==> src/design/dpd_pkg.sv <==
// constants and types shared by the delayed pulse and divider counter
package dpd_pkg;

    // ------------------------------------------------------------
    // register offsets (byte addresses)
    // ------------------------------------------------------------
    localparam int ADDR_W = 8;
    localparam logic [7:0] OFF_CTRL = 8'h00;
    localparam logic [7:0] OFF_DELAY = 8'h04;
    localparam logic [7:0] OFF_PULSE = 8'h08;
    localparam logic [7:0] OFF_DIVIDE = 8'h0C;
    localparam logic [7:0] OFF_CMD = 8'h10;
    localparam logic [7:0] OFF_STATUS = 8'h14;
    localparam logic [7:0] OFF_COUNT = 8'h18;

    // ------------------------------------------------------------
    // field positions
    // ------------------------------------------------------------
    localparam int CTRL_W = 10;
    localparam int CTRL_FUNC_BIT = 0;
    localparam int CTRL_SRC_BIT = 1;
    localparam int CTRL_TBSEL_BIT = 2;
    localparam int CTRL_EDGE_BIT = 3;
    localparam int CTRL_POL_BIT = 4;
    localparam int CTRL_GATE_LO = 5;
    localparam int CTRL_GATE_HI = 7;
    localparam int CTRL_OUTB_LO = 8;
    localparam int CTRL_OUTB_HI = 9;
    localparam int CMD_START_BIT = 0;
    localparam int CMD_STOP_BIT = 1;
    localparam int CMD_CLROVF_BIT = 2;
    localparam int COUNT_OVF_BIT = 31;

    // ------------------------------------------------------------
    // reset values and timing counts
    // ------------------------------------------------------------
    localparam logic [9:0] CTRL_RST = 10'h000;
    localparam int CNT_W_DEF = 24;
    localparam int CLK_HZ = 100000000;
    localparam int TB_FAST_HZ = 20000000;
    localparam int TB_SLOW_HZ = 100000;
    localparam int TB_FAST_DIV = CLK_HZ / TB_FAST_HZ;
    localparam int TB_SLOW_DIV = CLK_HZ / TB_SLOW_HZ;
    localparam int MIN_DELAY_TICKS = 3;

    // ------------------------------------------------------------
    // enumerations
    // ------------------------------------------------------------
    typedef enum logic [2:0] {
        GATE_IGNORED_SW_START = 3'b000,
        GATE_COUNT_HIGH = 3'b001,
        GATE_COUNT_LOW = 3'b010,
        GATE_START_RISE = 3'b011,
        GATE_START_FALL = 3'b100,
        GATE_RESTART_RISE = 3'b101,
        GATE_RESTART_FALL = 3'b110
    } dpd_gate_type;

    typedef enum logic [1:0] {
        OUT_HIGH_PULSE = 2'b00,
        OUT_LOW_PULSE = 2'b01,
        OUT_HIGH_TOGGLE = 2'b10,
        OUT_LOW_TOGGLE = 2'b11
    } dpd_outb_type;

    typedef enum logic [1:0] {
        ST_IDLE = 2'b00,
        ST_ARMED = 2'b01,
        ST_RUN = 2'b10
    } dpd_state_type;

endpackage

==> src/design/dpd_counter.sv <==
// delayed pulse generator and frequency divider counter channel
`timescale 1ns/1ps
module dpd_counter
    import dpd_pkg::*;
#(
    parameter int CNT_W = CNT_W_DEF
) (
    input wire logic mclk_in,
    input wire logic sys_rst_in,
    input wire logic [ADDR_W-1:0] addr_in,
    input wire logic [31:0] wr_data_in,
    input wire logic wr_strobe_in,
    input wire logic rd_strobe_in,
    output logic [31:0] rd_data_out,
    input wire logic src_pin_in,
    input wire logic gate_pin_in,
    output logic cnt_out
);
    // ------------------------------------------------------------
    // functions
    // ------------------------------------------------------------
    function automatic logic [CNT_W-1:0] at_least_one(input logic [CNT_W-1:0] v);
        at_least_one = (v == '0) ? CNT_W'(1) : v;
    endfunction

    function automatic logic reg_hit(input logic [ADDR_W-1:0] a, input logic [7:0] off);
        reg_hit = (a == off);
    endfunction

    // ------------------------------------------------------------
    // declarations
    // ------------------------------------------------------------
    logic [CTRL_W-1:0] ctrl_q;
    logic [CNT_W-1:0] delay_length_q;
    logic [CNT_W-1:0] pulse_length_q;
    logic [CNT_W-1:0] divide_ratio_q;
    logic [CNT_W-1:0] count_q;
    dpd_state_type state_q;
    logic phase_q;
    logic tc_pulse_q;
    logic tog_q;
    logic ovf_q;
    logic out_q;
    logic out_d;
    logic func_div;
    logic src_sel;
    logic edge_fall;
    logic pol_low;
    dpd_gate_type gate_mode;
    dpd_outb_type outb;
    logic start_command;
    logic stop_command;
    logic clr_ovf;
    logic read_command;
    logic src_lvl;
    logic src_rise;
    logic src_fall;
    logic gate_lvl;
    logic gate_rise;
    logic gate_fall;
    logic tb_rise;
    logic tb_fall;
    logic tick;
    logic gate_edge;
    logic edge_mode;
    logic restart_mode;
    logic gate_ok;
    logic retrig;
    logic count_en;
    logic terminal_count;
    logic [CNT_W-1:0] delay_load;
    logic [CNT_W-1:0] pulse_load;
    logic [CNT_W-1:0] div_load;
    logic [CNT_W-1:0] first_load;

    // ------------------------------------------------------------
    // pin synchronisers and timebase
    // ------------------------------------------------------------
    dpd_sync_edge u_src_sync (
        .mclk_in(mclk_in),
        .sys_rst_in(sys_rst_in),
        .pin_in(src_pin_in),
        .level_out(src_lvl),
        .rise_out(src_rise),
        .fall_out(src_fall)
    );

    dpd_sync_edge u_gate_sync (
        .mclk_in(mclk_in),
        .sys_rst_in(sys_rst_in),
        .pin_in(gate_pin_in),
        .level_out(gate_lvl),
        .rise_out(gate_rise),
        .fall_out(gate_fall)
    );

    dpd_timebase u_timebase (
        .mclk_in(mclk_in),
        .sys_rst_in(sys_rst_in),
        .slow_sel_in(ctrl_q[CTRL_TBSEL_BIT]),
        .rise_out(tb_rise),
        .fall_out(tb_fall)
    );

    // ------------------------------------------------------------
    // register port
    // ------------------------------------------------------------
    assign start_command = wr_strobe_in && reg_hit(addr_in, OFF_CMD) && wr_data_in[CMD_START_BIT];
    assign stop_command = wr_strobe_in && reg_hit(addr_in, OFF_CMD) && wr_data_in[CMD_STOP_BIT];
    assign clr_ovf = wr_strobe_in && reg_hit(addr_in, OFF_CMD) && wr_data_in[CMD_CLROVF_BIT];
    assign read_command = rd_strobe_in && reg_hit(addr_in, OFF_COUNT);

    always_ff @(posedge mclk_in) begin
        if (sys_rst_in) begin
            ctrl_q <= CTRL_RST;
            delay_length_q <= '0;
            pulse_length_q <= '0;
            divide_ratio_q <= '0;
        end else if (wr_strobe_in) begin
            if (reg_hit(addr_in, OFF_CTRL)) begin
                ctrl_q <= wr_data_in[CTRL_W-1:0];
            end
            if (reg_hit(addr_in, OFF_DELAY)) begin
                delay_length_q <= wr_data_in[CNT_W-1:0];
            end
            if (reg_hit(addr_in, OFF_PULSE)) begin
                pulse_length_q <= wr_data_in[CNT_W-1:0];
            end
            if (reg_hit(addr_in, OFF_DIVIDE)) begin
                divide_ratio_q <= wr_data_in[CNT_W-1:0];
            end
        end
    end

    always_ff @(posedge mclk_in) begin
        if (sys_rst_in) begin
            rd_data_out <= 32'h00000000;
        end else if (rd_strobe_in) begin
            rd_data_out <= 32'h00000000;
            case (addr_in)
                OFF_CTRL: rd_data_out[CTRL_W-1:0] <= ctrl_q;
                OFF_DELAY: rd_data_out[CNT_W-1:0] <= delay_length_q;
                OFF_PULSE: rd_data_out[CNT_W-1:0] <= pulse_length_q;
                OFF_DIVIDE: rd_data_out[CNT_W-1:0] <= divide_ratio_q;
                OFF_STATUS: rd_data_out[5:0] <= {ovf_q, tog_q, out_q, phase_q, state_q};
                OFF_COUNT: begin
                    rd_data_out[CNT_W-1:0] <= count_q;
                    rd_data_out[COUNT_OVF_BIT] <= ovf_q;
                end
                default: rd_data_out <= 32'h00000000;
            endcase
        end else begin
            rd_data_out <= 32'h00000000;
        end
    end

    // ------------------------------------------------------------
    // configuration decode
    // ------------------------------------------------------------
    assign func_div = ctrl_q[CTRL_FUNC_BIT];
    assign src_sel = ctrl_q[CTRL_SRC_BIT];
    assign edge_fall = ctrl_q[CTRL_EDGE_BIT];
    assign pol_low = ctrl_q[CTRL_POL_BIT];
    assign gate_mode = dpd_gate_type'(ctrl_q[CTRL_GATE_HI:CTRL_GATE_LO]);
    assign outb = dpd_outb_type'(ctrl_q[CTRL_OUTB_HI:CTRL_OUTB_LO]);

    // counted clock: chosen source, chosen edge
    assign tick = src_sel ? (edge_fall ? src_fall : src_rise)
                          : (edge_fall ? tb_fall : tb_rise);

    assign restart_mode = (gate_mode == GATE_RESTART_RISE) || (gate_mode == GATE_RESTART_FALL);
    assign edge_mode = restart_mode || (gate_mode == GATE_START_RISE)
                       || (gate_mode == GATE_START_FALL);
    assign gate_edge = ((gate_mode == GATE_START_RISE) || (gate_mode == GATE_RESTART_RISE))
                       ? gate_rise : gate_fall;

    always_comb begin
        case (gate_mode)
            GATE_COUNT_HIGH: gate_ok = gate_lvl;
            GATE_COUNT_LOW: gate_ok = ~gate_lvl;
            default: gate_ok = 1'b1;
        endcase
    end

    assign delay_load = (!src_sel && delay_length_q == '0) ? CNT_W'(MIN_DELAY_TICKS)
                        : at_least_one(delay_length_q);
    assign pulse_load = at_least_one(pulse_length_q);
    assign div_load = at_least_one(divide_ratio_q);
    assign first_load = func_div ? div_load : delay_load;

    assign retrig = edge_mode && gate_edge
                    && ((state_q == ST_ARMED) || (state_q == ST_RUN && restart_mode));
    assign count_en = (state_q == ST_RUN) && tick && gate_ok && !retrig;
    assign terminal_count = count_en && (count_q <= CNT_W'(1));

    // ------------------------------------------------------------
    // sequencer
    // ------------------------------------------------------------
    always_ff @(posedge mclk_in) begin
        if (sys_rst_in) begin
            state_q <= ST_IDLE;
            count_q <= '0;
            phase_q <= 1'b0;
        end else if (stop_command) begin
            state_q <= ST_IDLE;
        end else if (start_command) begin
            count_q <= first_load;
            phase_q <= 1'b0;
            state_q <= edge_mode ? ST_ARMED : ST_RUN;
        end else if (retrig) begin
            count_q <= first_load;
            phase_q <= 1'b0;
            state_q <= ST_RUN;
        end else if (count_en) begin
            if (terminal_count) begin
                if (func_div) begin
                    count_q <= div_load;
                end else if (!phase_q) begin
                    phase_q <= 1'b1;
                    count_q <= pulse_load;
                end else begin
                    phase_q <= 1'b0;
                    count_q <= '0;
                    state_q <= restart_mode ? ST_ARMED : ST_IDLE;
                end
            end else begin
                count_q <= count_q - CNT_W'(1);
            end
        end
    end

    // ------------------------------------------------------------
    // divider terminal count output
    // ------------------------------------------------------------
    always_ff @(posedge mclk_in) begin
        if (sys_rst_in || stop_command || start_command) begin
            tc_pulse_q <= 1'b0;
            tog_q <= 1'b0;
        end else if (terminal_count && func_div) begin
            tc_pulse_q <= 1'b1;
            tog_q <= ~tog_q;
        end else if (tick) begin
            tc_pulse_q <= 1'b0;
        end
    end

    // overflow: set on each divider rollover, set wins over clear
    always_ff @(posedge mclk_in) begin
        if (sys_rst_in) begin
            ovf_q <= 1'b0;
        end else if (terminal_count && func_div) begin
            ovf_q <= 1'b1;
        end else if (clr_ovf || start_command) begin
            ovf_q <= 1'b0;
        end
    end

    // ------------------------------------------------------------
    // output pin
    // ------------------------------------------------------------
    always_comb begin
        if (func_div) begin
            case (outb)
                OUT_HIGH_PULSE: out_d = tc_pulse_q;
                OUT_LOW_PULSE: out_d = ~tc_pulse_q;
                OUT_HIGH_TOGGLE: out_d = tog_q;
                OUT_LOW_TOGGLE: out_d = ~tog_q;
                default: out_d = 1'b0;
            endcase
        end else if (state_q == ST_RUN && phase_q) begin
            out_d = ~pol_low;
        end else begin
            out_d = pol_low;
        end
    end

    always_ff @(posedge mclk_in) begin
        if (sys_rst_in) begin
            out_q <= 1'b0;
        end else begin
            out_q <= out_d;
        end
    end

    assign cnt_out = out_q;
endmodule

==> src/design/dpd_sync_edge.sv <==
// two-stage synchroniser with edge detection for one pin
`timescale 1ns/1ps
module dpd_sync_edge (
    input wire logic mclk_in,
    input wire logic sys_rst_in,
    input wire logic pin_in,
    output logic level_out,
    output logic rise_out,
    output logic fall_out
);
    logic s1_q;
    logic s2_q;
    logic s3_q;

    always_ff @(posedge mclk_in) begin
        if (sys_rst_in) begin
            s1_q <= 1'b0;
            s2_q <= 1'b0;
            s3_q <= 1'b0;
        end else begin
            s1_q <= pin_in;
            s2_q <= s1_q;
            s3_q <= s2_q;
        end
    end

    assign level_out = s2_q;
    assign rise_out = s2_q & ~s3_q;
    assign fall_out = ~s2_q & s3_q;
endmodule

==> src/design/dpd_timebase.sv <==
// internal timebase: one of two fixed rates, as rise and fall pulses
`timescale 1ns/1ps
module dpd_timebase
    import dpd_pkg::*;
#(
    parameter int FAST_DIV = TB_FAST_DIV,
    parameter int SLOW_DIV = TB_SLOW_DIV
) (
    input wire logic mclk_in,
    input wire logic sys_rst_in,
    input wire logic slow_sel_in,
    output logic rise_out,
    output logic fall_out
);
    localparam int DW = $clog2(SLOW_DIV + 1);
    logic [DW-1:0] div_cnt_q;
    logic [DW-1:0] top;
    logic [DW-1:0] half;

    assign top = slow_sel_in ? DW'(SLOW_DIV - 1) : DW'(FAST_DIV - 1);
    assign half = slow_sel_in ? DW'(SLOW_DIV / 2) : DW'(FAST_DIV / 2);

    always_ff @(posedge mclk_in) begin
        if (sys_rst_in || div_cnt_q >= top) begin
            div_cnt_q <= '0;
        end else begin
            div_cnt_q <= div_cnt_q + DW'(1);
        end
    end

    // one clock of each pulse per timebase period
    always_ff @(posedge mclk_in) begin
        if (sys_rst_in) begin
            rise_out <= 1'b0;
            fall_out <= 1'b0;
        end else begin
            rise_out <= (div_cnt_q == '0);
            fall_out <= (div_cnt_q == half);
        end
    end
endmodule

==> config.mk <==
export PLATFORM = sky130hd
export DESIGN_NAME = dpd_counter
export DESIGN_NICKNAME = d
export VERILOG_FILES = /design/src/design/dpd_pkg.sv /design/src/design/dpd_counter.sv /design/src/design/dpd_sync_edge.sv /design/src/design/dpd_timebase.sv
export SDC_FILE = /design/constraint.sdc
export NUM_CORES = 1
export LEC_CHECK = 0
export ABC_CLOCK_PERIOD_IN_PS = 3180
export BUFFER_PORTS_ARGS = -buffer_cell sky130_fd_sc_hd__buf_2
export CAP_MARGIN = 0
export CORE_MARGIN = 4
export CORE_UTILIZATION = 50
export DETAILED_ROUTE_END_ITERATION = 6
export PLACE_DENSITY = 0.69
export SLEW_MARGIN = 0
export SYNTH_ARGS = -nofsm -noshare
export SYNTH_HDL_FRONTEND = slang
export SYNTH_SLANG_ARGS = --single-unit
==> constraint.sdc <==
create_clock -name mclk_in -period 3.18 [get_ports mclk_in]
set_input_delay 0.318 -clock mclk_in [delete_from_list [all_inputs] [get_ports mclk_in]]
set_output_delay 0.318 -clock mclk_in [all_outputs]
set_load 0.01 [all_outputs]
## Yosys cells after proc, flatten, opt, wreduce, memory -nomap -nowiden

Index checks and enable logic that the tools add are counted.

| word-level totals | value |
|---|---|
| output and inout bits | 33 |
| logic and storage cells | 148 |
| register bits after elaboration | 163 |

| cells by class | value |
|---|---|
| equality and inequality tests | 19 |
| reduce and logical (&&, ||, !) cells | 46 |
| muxes and demuxes | 42 |
| magnitude comparators | 2 |
| bitwise gates (word level) | 14 |
| $add $sub $neg | 2 |

Operator list:

| cell | number |
|---|---|
| 24-bit two-way mux | 11 |
| 24-bit zero test | 3 |
| 14-bit case mux with 4 select lines | 1 |
| 6-bit case mux with 6 select lines | 1 |
| 8-bit by 5-bit == test with 1-bit output, second input constant | 3 |
| 24-bit by 1-bit <= comparator with 1-bit output, second input constant | 1 |
| 24-bit by 1-bit subtractor with 24-bit output, second input constant | 1 |
| 4-bit case mux with 5 select lines | 1 |
| 1-bit two-way mux | 17 |
| 8-bit by 4-bit == test with 1-bit output, second input constant | 2 |
| 1-bit logical AND | 14 |
| 2-bit two-way mux | 7 |
| 10-bit by 1-bit adder with 10-bit output, second input constant | 1 |
| 10-bit == test | 1 |
| 10-bit >= comparator | 1 |
| 10-bit zero test | 1 |
| 10-bit two-way mux | 1 |
| 1-bit inverter | 10 |
| 2-bit AND reduction | 5 |
| 3-bit == test, second input constant | 3 |
| 1-bit logical OR | 9 |
| 9-bit two-way mux | 1 |
| 3-bit nonzero test | 3 |
| 8-bit by 3-bit == test with 1-bit output, second input constant | 1 |
| 15 further kinds | 26 |

## Longest topological paths before layout

Gate-level depths: netlist of run 1.

| logic depth | value |
|---|---|
| word-level depth | 13 |
| depth in mapped cells | 11 |

## By module

A second synthesis of run 1 with hierarchy kept.

| unflattened totals | value |
|---|---|
| cells, all modules | 1014 |
| area, all modules | 8345.5 um^2 |

Modules (own cells, without submodules):

| module | sequential area each (um^2) | area each (um^2) | instances | cells each |
|---|---|---|---|---|
| dpd_counter | 2762.6 | 7367.1 | 1 | 918 |
| dpd_timebase | 240.2 | 795.8 | 1 | 80 |
| dpd_sync_edge | 60.1 | 91.3 | 2 | 8 |

## Worst setup path before layout of run 1

OpenSTA, ideal clock, no wires.

| timing | value |
|---|---|
| kind | reg-to-reg |
| start point | reg count_q[0] |
| end point | reg count_q[18] |
| data arrival time | 2.196 ns |
| stages on the path, launching flop included | 10 |
| setup slack | 0.852 ns |
| buffers on the path | 0 |
| cells stage by stage | dfxtp_1 -> inv_1 -> ha_1 -> or4b_1 -> or4_4 -> nor3_1 -> xnor2_1 -> mux2i_1 -> o211ai_1 -> a21oi_1 |

| between the ends | value |
|---|---|
| word-level cells in the longest chain between the ends | 6 |
| elaborated cells between the ends (all ways) | 7 |
| those cells by class | add/sub: 1; order compare: 1; mux: 4; reduce/logical: 1 |

RTL lines:

| element | RTL line | RTL |
|---|---|---|
| from (decl) | dpd_counter.sv:37 | `logic [CNT_W-1:0] count_q;` |
| from (signal assigned) | dpd_counter.sv:207 | `count_q <= first_load;` |
| from (signal assigned) | dpd_counter.sv:211 | `count_q <= first_load;` |
| from (signal assigned) | dpd_counter.sv:217 | `count_q <= div_load;` |
| 24-bit by 1-bit <= comparator with 1-bit output | dpd_counter.sv:194 | `assign terminal_count = count_en && (count_q <= CNT_W'(1));` |
| 1-bit logical AND | dpd_counter.sv:194 |  |
| 24-bit two-way mux (*) | dpd_counter.sv:215 | `if (terminal_count) begin` |
| 24-bit two-way mux (*) | dpd_counter.sv:214 | `end else if (count_en) begin` |
| 24-bit two-way mux (*) | dpd_counter.sv:210 | `end else if (retrig) begin` |
| 24-bit two-way mux (*) | dpd_counter.sv:206 | `end else if (start_command) begin` |

Mark *: on every way between the ends. The rest lies on a longest branch, timed or not. The select of a mux whose other input is x is not followed.
A chain may end at the register's enable or synchronous reset.

## Worst setup path after layout of run 1

| timing | value |
|---|---|
| start point | reg count_q[8] |
| end point | reg count_q[8] |

The elaborated chain is that of the path after synthesis.

==> metrics, run 1 <==
status complete, but fails checks; violated checks DRC; min Tclk post-route ~2.9 ns; die area 17800 um2; crit-path max FO 14; largest net degree at the start of global routing approximately 110; setup bufs post-CTS 0; CTS max path bufs 2; Hold Path Class in -> reg; crit path DAT 3.20 ns; Max Clk Rate 349 MHz; Tcrit/Tclk final 0.902; syn_area_per_cell 7.90 um2; CP Launch Type flip-flop; Core Rows 45; Final Hold Viols 0; Post-CTS Hold Buffers 0; Clock transition at path regs approximately 0.060 ns; Power Density 482 nW/um2; Worst Hold End u_src_sync.s1_q; Worst Max-Slew Pin Slew 0.882 ns; Hold Path Origin src_pin_in; ys async rst share 0; # nets final around 1100; Top-Level Pins 79; YS warnings 0; CTS tree yes; Post-synth EDFFs 0; Area Overhead vs Synth 13.8%; Global Route Usage Sum 0.284; Worst setup startpoint count_q[8]; Netlist cell types 77; Starting DRT DRC Count 1190; share of the yosys chip area belonging to registers 0.397; vias in the first global route slightly above 7000; total grt overflow 0; cells resized by post-CTS repair 0; first drt pass iteration count 7; Die X-Extent 133 um; Slew headroom 0.407; Post-DRT Antenna Nets 0; first-pass GRT wire length between 30 and 40 mm; Lkg Pwr between 3 and 4 nW; final setup fails 0; most common cell after layout, fill and taps aside nand2_1; diodes inserted 0; TNS Setup 0 ns; gpl congestion ~1.0; critical path required time 3.51 ns; total power roughly 4.3 mW; FF-to-FF path depth 7; peak supply drop 0.392 mV; Reg-to-Reg End count_q[8]; H-tree Lvls 4; clk root buf clkbuf_16; DRC Markers 28; post-DP HPWL approximately 18 mm; crit end category flip-flop; Primary FF master, synth dfxtp_1; TritonCTS Sinks 156; Clock Skews 0.0102 ns; Reg2Reg Setup Slack 0.31 ns; Max Cap Viol 0; Initial Util 0.514; Via density about 6.3; CTS Buf Count 17; Gate Count Post-Synth 996; Cells on Worst Hold Path 2; Routed WL per cell approximately 20 um; worst setup path category reg -> reg; most frequent cells in the layout nand2_1, dfxtp_1, a21oi_1; share of layout cells above drive strength 1 0.139; DIE HEIGHT 133 um; RR Startpoint count_q[8]; mapped cell area 7870 um2; Clk Latency, worst-skew pair 0.43 ns; Core Region between 15000 and 20000 um2; RSZ-0062 raised after global routing no; initial antenna violation count 0; vias after detailed routing between 7000 and 8000; Yosys reg bits 156; I/O Buffers 63; final wirelength 25.6 mm; Slew Viols, Final 0
synthesized netlist by cell type, types with 12 or more instances:
| cell type | count | share of area |
|---|---|---|
| inv_1 | 17 | 0.0081 |
| nor3_1 | 15 | 0.0095 |
| nand3_1 | 24 | 0.015 |
| a222oi_1 | 18 | 0.023 |
| mux2i_1 | 12 | 0.015 |
| clkbuf_1 | 53 | 0.025 |
| xor2_1 | 17 | 0.019 |
| nor2_1 | 45 | 0.021 |
| dfxtp_1 | 156 | 0.40 |
| a22oi_1 | 35 | 0.033 |
| a21oi_1 | 132 | 0.084 |
| nand2_1 | 229 | 0.11 |
| o21ai_0 | 24 | 0.015 |
| nor4_1 | 22 | 0.017 |
metal layers:
layer	share of wire	vias up	track usage
met5	0	-	0
met4	0.023	0	0.0806
met3	0.11	60	0.0789
met2	0.45	457	0.424
met1	0.42	3675	0.401
li1	-	3652	-
power breakdown:
part / internal [mW] / switching (mW) / leakage [nW] / total, mW
clock network: 1.32 / 0.846 / 0.299 / 2.16
registers: 1.97 / 0.0155 / 1.26 / 1.98
logic: 0.0603 / 0.113 / 1.58 / 0.173
through the flow:
step	setup slack (ns)	cells	cell area (um2)	hold slack, ns	util
6_report	0.311	1253	8950	0.0942	0.585
5_1_grt	0.157	1253	8950	0.100	0.585
4_1_cts	0.348	1253	8950	0.0845	0.585
3_5_place_dp	0.373	1222	8330	0.424	0.544
3_3_place_gp	0.369	1222	8330	0.417	0.544
2_1_floorplan	0.852	1002	7890	0.414	-
logic make-up (layout without fill, tap and decap cells):
logic type	after synthesis	count (layout)	synth area share
AOI/OAI and AO/OA	292	292	0.245
xor gates and xnor gates	25	25	0.0278
adders and majority gates	11	11	0.0175
buffers and inverters	97	137	0.0566
DFF	156	156	0.397
muxes	14	14	0.0196
other	1	7	0.000477
and+or+nand+nor	400	400	0.236
state kept, by name (all words and copies together), names as in the netlist:
register and cells:
cnt_out 1, count_q 24, ctrl_q 10, delay_length_q 24
divide_ratio_q 24, ovf_q 1, phase_q 1, pulse_length_q 24
rd_data_out 25, state_q 2, tc_pulse_q 1, tog_q 1
u_gate_sync.level_out 1, u_gate_sync.s1_q 1, u_gate_sync.s3_q 1, u_src_sync.level_out 1
u_src_sync.s1_q 1, u_src_sync.s3_q 1, u_timebase.div_cnt_q 10, u_timebase.fall_out 1
u_timebase.rise_out 1
worst max path at each step:
| stage | to | cells past startpoint |
|---|---|---|
| after detailed placement | count_q[9] | 7 |
| after CTS | count_q[9] | 7 |
| after floorplan | count_q[18] | 9 |
| after global routing | count_q[3] | 7 |
| final | count_q[8] | 7 |
| after global placement | count_q[8] | 7 |
worst max-delay path: stages (launching register included):
cell,delay (ns)
dfxtp_1,0.38
or4_4,0.61
nor4b_1,0.34
nand4_1,0.38
and2_1,0.49
nand2_2,0.19
nor2_1,0.07
a2111oi_2,0.31
area by class of cell:
class | instances | area (um2)
clock buffers | 18 | 429
flip-flops and latches | 156 | 3120
fillers | 1464 | 6360
well taps | 211 | 264
clock inverters | 13 | 191
multi-input cells | 749 | 4340
repair buffers | 88 | 543
inverters | 18 | 67.6
Note: power is estimated with default switching activity, not from simulation.
==> run 2: changes to the inputs <==
- BUFFER_PORTS_ARGS: -buffer_cell sky130_fd_sc_hd__buf_2 -> -buffer_cell sky130_fd_sc_hd__clkbuf_2
==> metrics, run 2 (same netlist as run 1, synthesis figures left out) <==
CTS max path bufs 2 (unchanged); total grt overflow 0 (unchanged); status complete, but fails checks; Core Region 15300 um2 (unchanged); critical path required time 3.55 ns (+0.04 ns); clk root buf clkbuf_16; DIE HEIGHT 133 um (unchanged); Hold Path Class in -> reg; min Tclk post-route 2.73 ns (-0.135 ns); crit path DAT 3.10 ns (-0.10 ns); CP Launch Type flip-flop; Slowest-stage cell, CP and2_1; Clock Skews 0.00791 ns (-0.00231 ns); Reg with most FFs rd_data_out; CTS tree yes; Power Density 481 nW/um2 (-0.31%); Final Hold Viols 0 (unchanged); Max Clk Rate 366 MHz (+4.9%); Reg2Reg Setup Slack 0.45 ns (+0.14 ns); largest net degree at the start of global routing 41 (-61%); crit end category flip-flop; Clock transition at path regs 0.07 ns (about the same); CTS Buf Count 17 (unchanged); worst setup path category reg -> reg; Via density 6.25 (-0.24%); Final Cell Area 8980 um2 (+0.34%); vias in the first global route 7230 (+1.7%); Starting DRT DRC Count 1222 (+2.7%); Post-DRT Antenna Nets 0 (unchanged); Cells on Worst Hold Path 2 (unchanged); die area 17800 um2 (unchanged); violated checks DRC; worst setup path end count_q[15]; RR Startpoint count_q[0]; post-DP HPWL 17.9 mm (-0.14%); gpl congestion 1.03 (+3.0%); Slew Viols, Final 0 (unchanged); Worst Max-Slew Pin Slew 0.865 ns (-0.0172 ns); worst-path cell chain inv_1 > ha_1 > o21ba_2 > nor4b_1 > nand4_1 > buf_4 > and2_1 > a211oi_1 > a211o_1 > a21oi_1; Die X-Extent 133 um (unchanged); TritonCTS Sinks 156 (unchanged); FF-to-FF path depth 10 (+3); Post-CTS Hold Buffers 0 (unchanged); Hold Path Origin gate_pin_in; DRC Markers 6 (-79%); most common cell after layout, fill and taps aside nand2_1; max incr delay on CP 0.55 ns (-0.06 ns); Max Cap Viol 0 (unchanged); Top-Level Pins 79 (unchanged); first drt pass iteration count 7 (unchanged); Core Rows 45 (unchanged); final setup fails 0 (unchanged); Tcrit/Tclk final 0.860 (-0.0425); # fillers 1444 (-1.4%); first-pass GRT wire length 40.1 mm (+1.3%); H-tree Lvls 4 (unchanged); diodes inserted 0 (unchanged); placed standard-cell area 8350 um2 (+0.24%); WP buf/inv 2 (+2); final wirelength 25.5 mm (-0.35%); most frequent cells in the layout nand2_1, dfxtp_1, a21oi_1; vias after detailed routing 7869 (+0.32%); TNS Setup 0 ns (unchanged); cells resized by post-CTS repair 0 (unchanged); share of layout cells above drive strength 1 0.146 (+0.00670); Lkg Pwr 3.15 nW (+0.39%); Reg-to-Reg End count_q[15]; Slew headroom 0.418 (+0.0116); hold_ws 0.0932 ns (-0.000957 ns); Worst setup startpoint count_q[0]; # nets final 1093 (+0.55%); Routed WL per cell 20.3 um (-0.91%); Crit path depth 10 (+3); Initial Util 0.514 (unchanged); Clk Latency, worst-skew pair 0.44 ns (about the same); crit-path max FO 14 (unchanged); peak supply drop 0.398 mV (+1.5%); final core occ 0.587 (+0.00196); Area Overhead vs Synth 14.2%; Crit path max-delay family simple AND/OR/NAND/NOR gates; I/O Buffers 63 (unchanged); RSZ-0062 raised after global routing no; Global Route Usage Sum 0.286 (+0.00264); setup bufs post-CTS 0 (unchanged); number of flip-flops under the largest register name 25 (unchanged); initial antenna violation count 0 (unchanged)
-- run 2: power by group --
group / internal, mW / leakage (nW) / switching, mW
Sequential: 1.97 / 1.26 / 0.0152
Combinational: 0.0601 / 1.59 / 0.113
Clock: 1.30 / 0.304 / 0.870
-- run 2: through the flow --
step,setup slack (ns),instances,power (mW)
4_1_cts,0.507,1260,4.34
3_3_place_gp,0.546,1228,2.19
3_5_place_dp,0.536,1228,2.19
5_1_grt,0.282,1260,4.45
2_1_floorplan,0.852,1002,2.13
6_report,0.446,1260,4.32
-- run 2: final cells by class --
type | instances | area, um2 | area share
sequential | 156 | 3120 | 0.348
timing repair buffer | 94 | 563 | 0.0627
clock inverter | 13 | 178 | 0.0198
tap | 211 | 264 | 0.0294
multi-input combinational | 749 | 4340 | 0.483
inverter | 18 | 67.6 | 0.00752
clock buffer | 19 | 453 | 0.0504
-- run 2: how the worst min path moves through the flow --
stage	to	slack [ns]
floorplan	u_gate_sync.level_out	0.41
global placement	u_src_sync.level_out	0.42
detailed placement	u_src_sync.level_out	0.44
CTS	u_gate_sync.s1_q	0.09
global route	u_gate_sync.s1_q	0.12
finish	u_gate_sync.s1_q	0.09
-- run 2: per-layer routing --
| metal | track usage | part of all wire |
|---|---|---|
| met1 | 0.406 | 0.42 |
| met2 | 0.423 | 0.44 |
| met3 | 0.0695 | 0.11 |
| met4 | 0.103 | 0.027 |
| met5 | 0 | 0 |
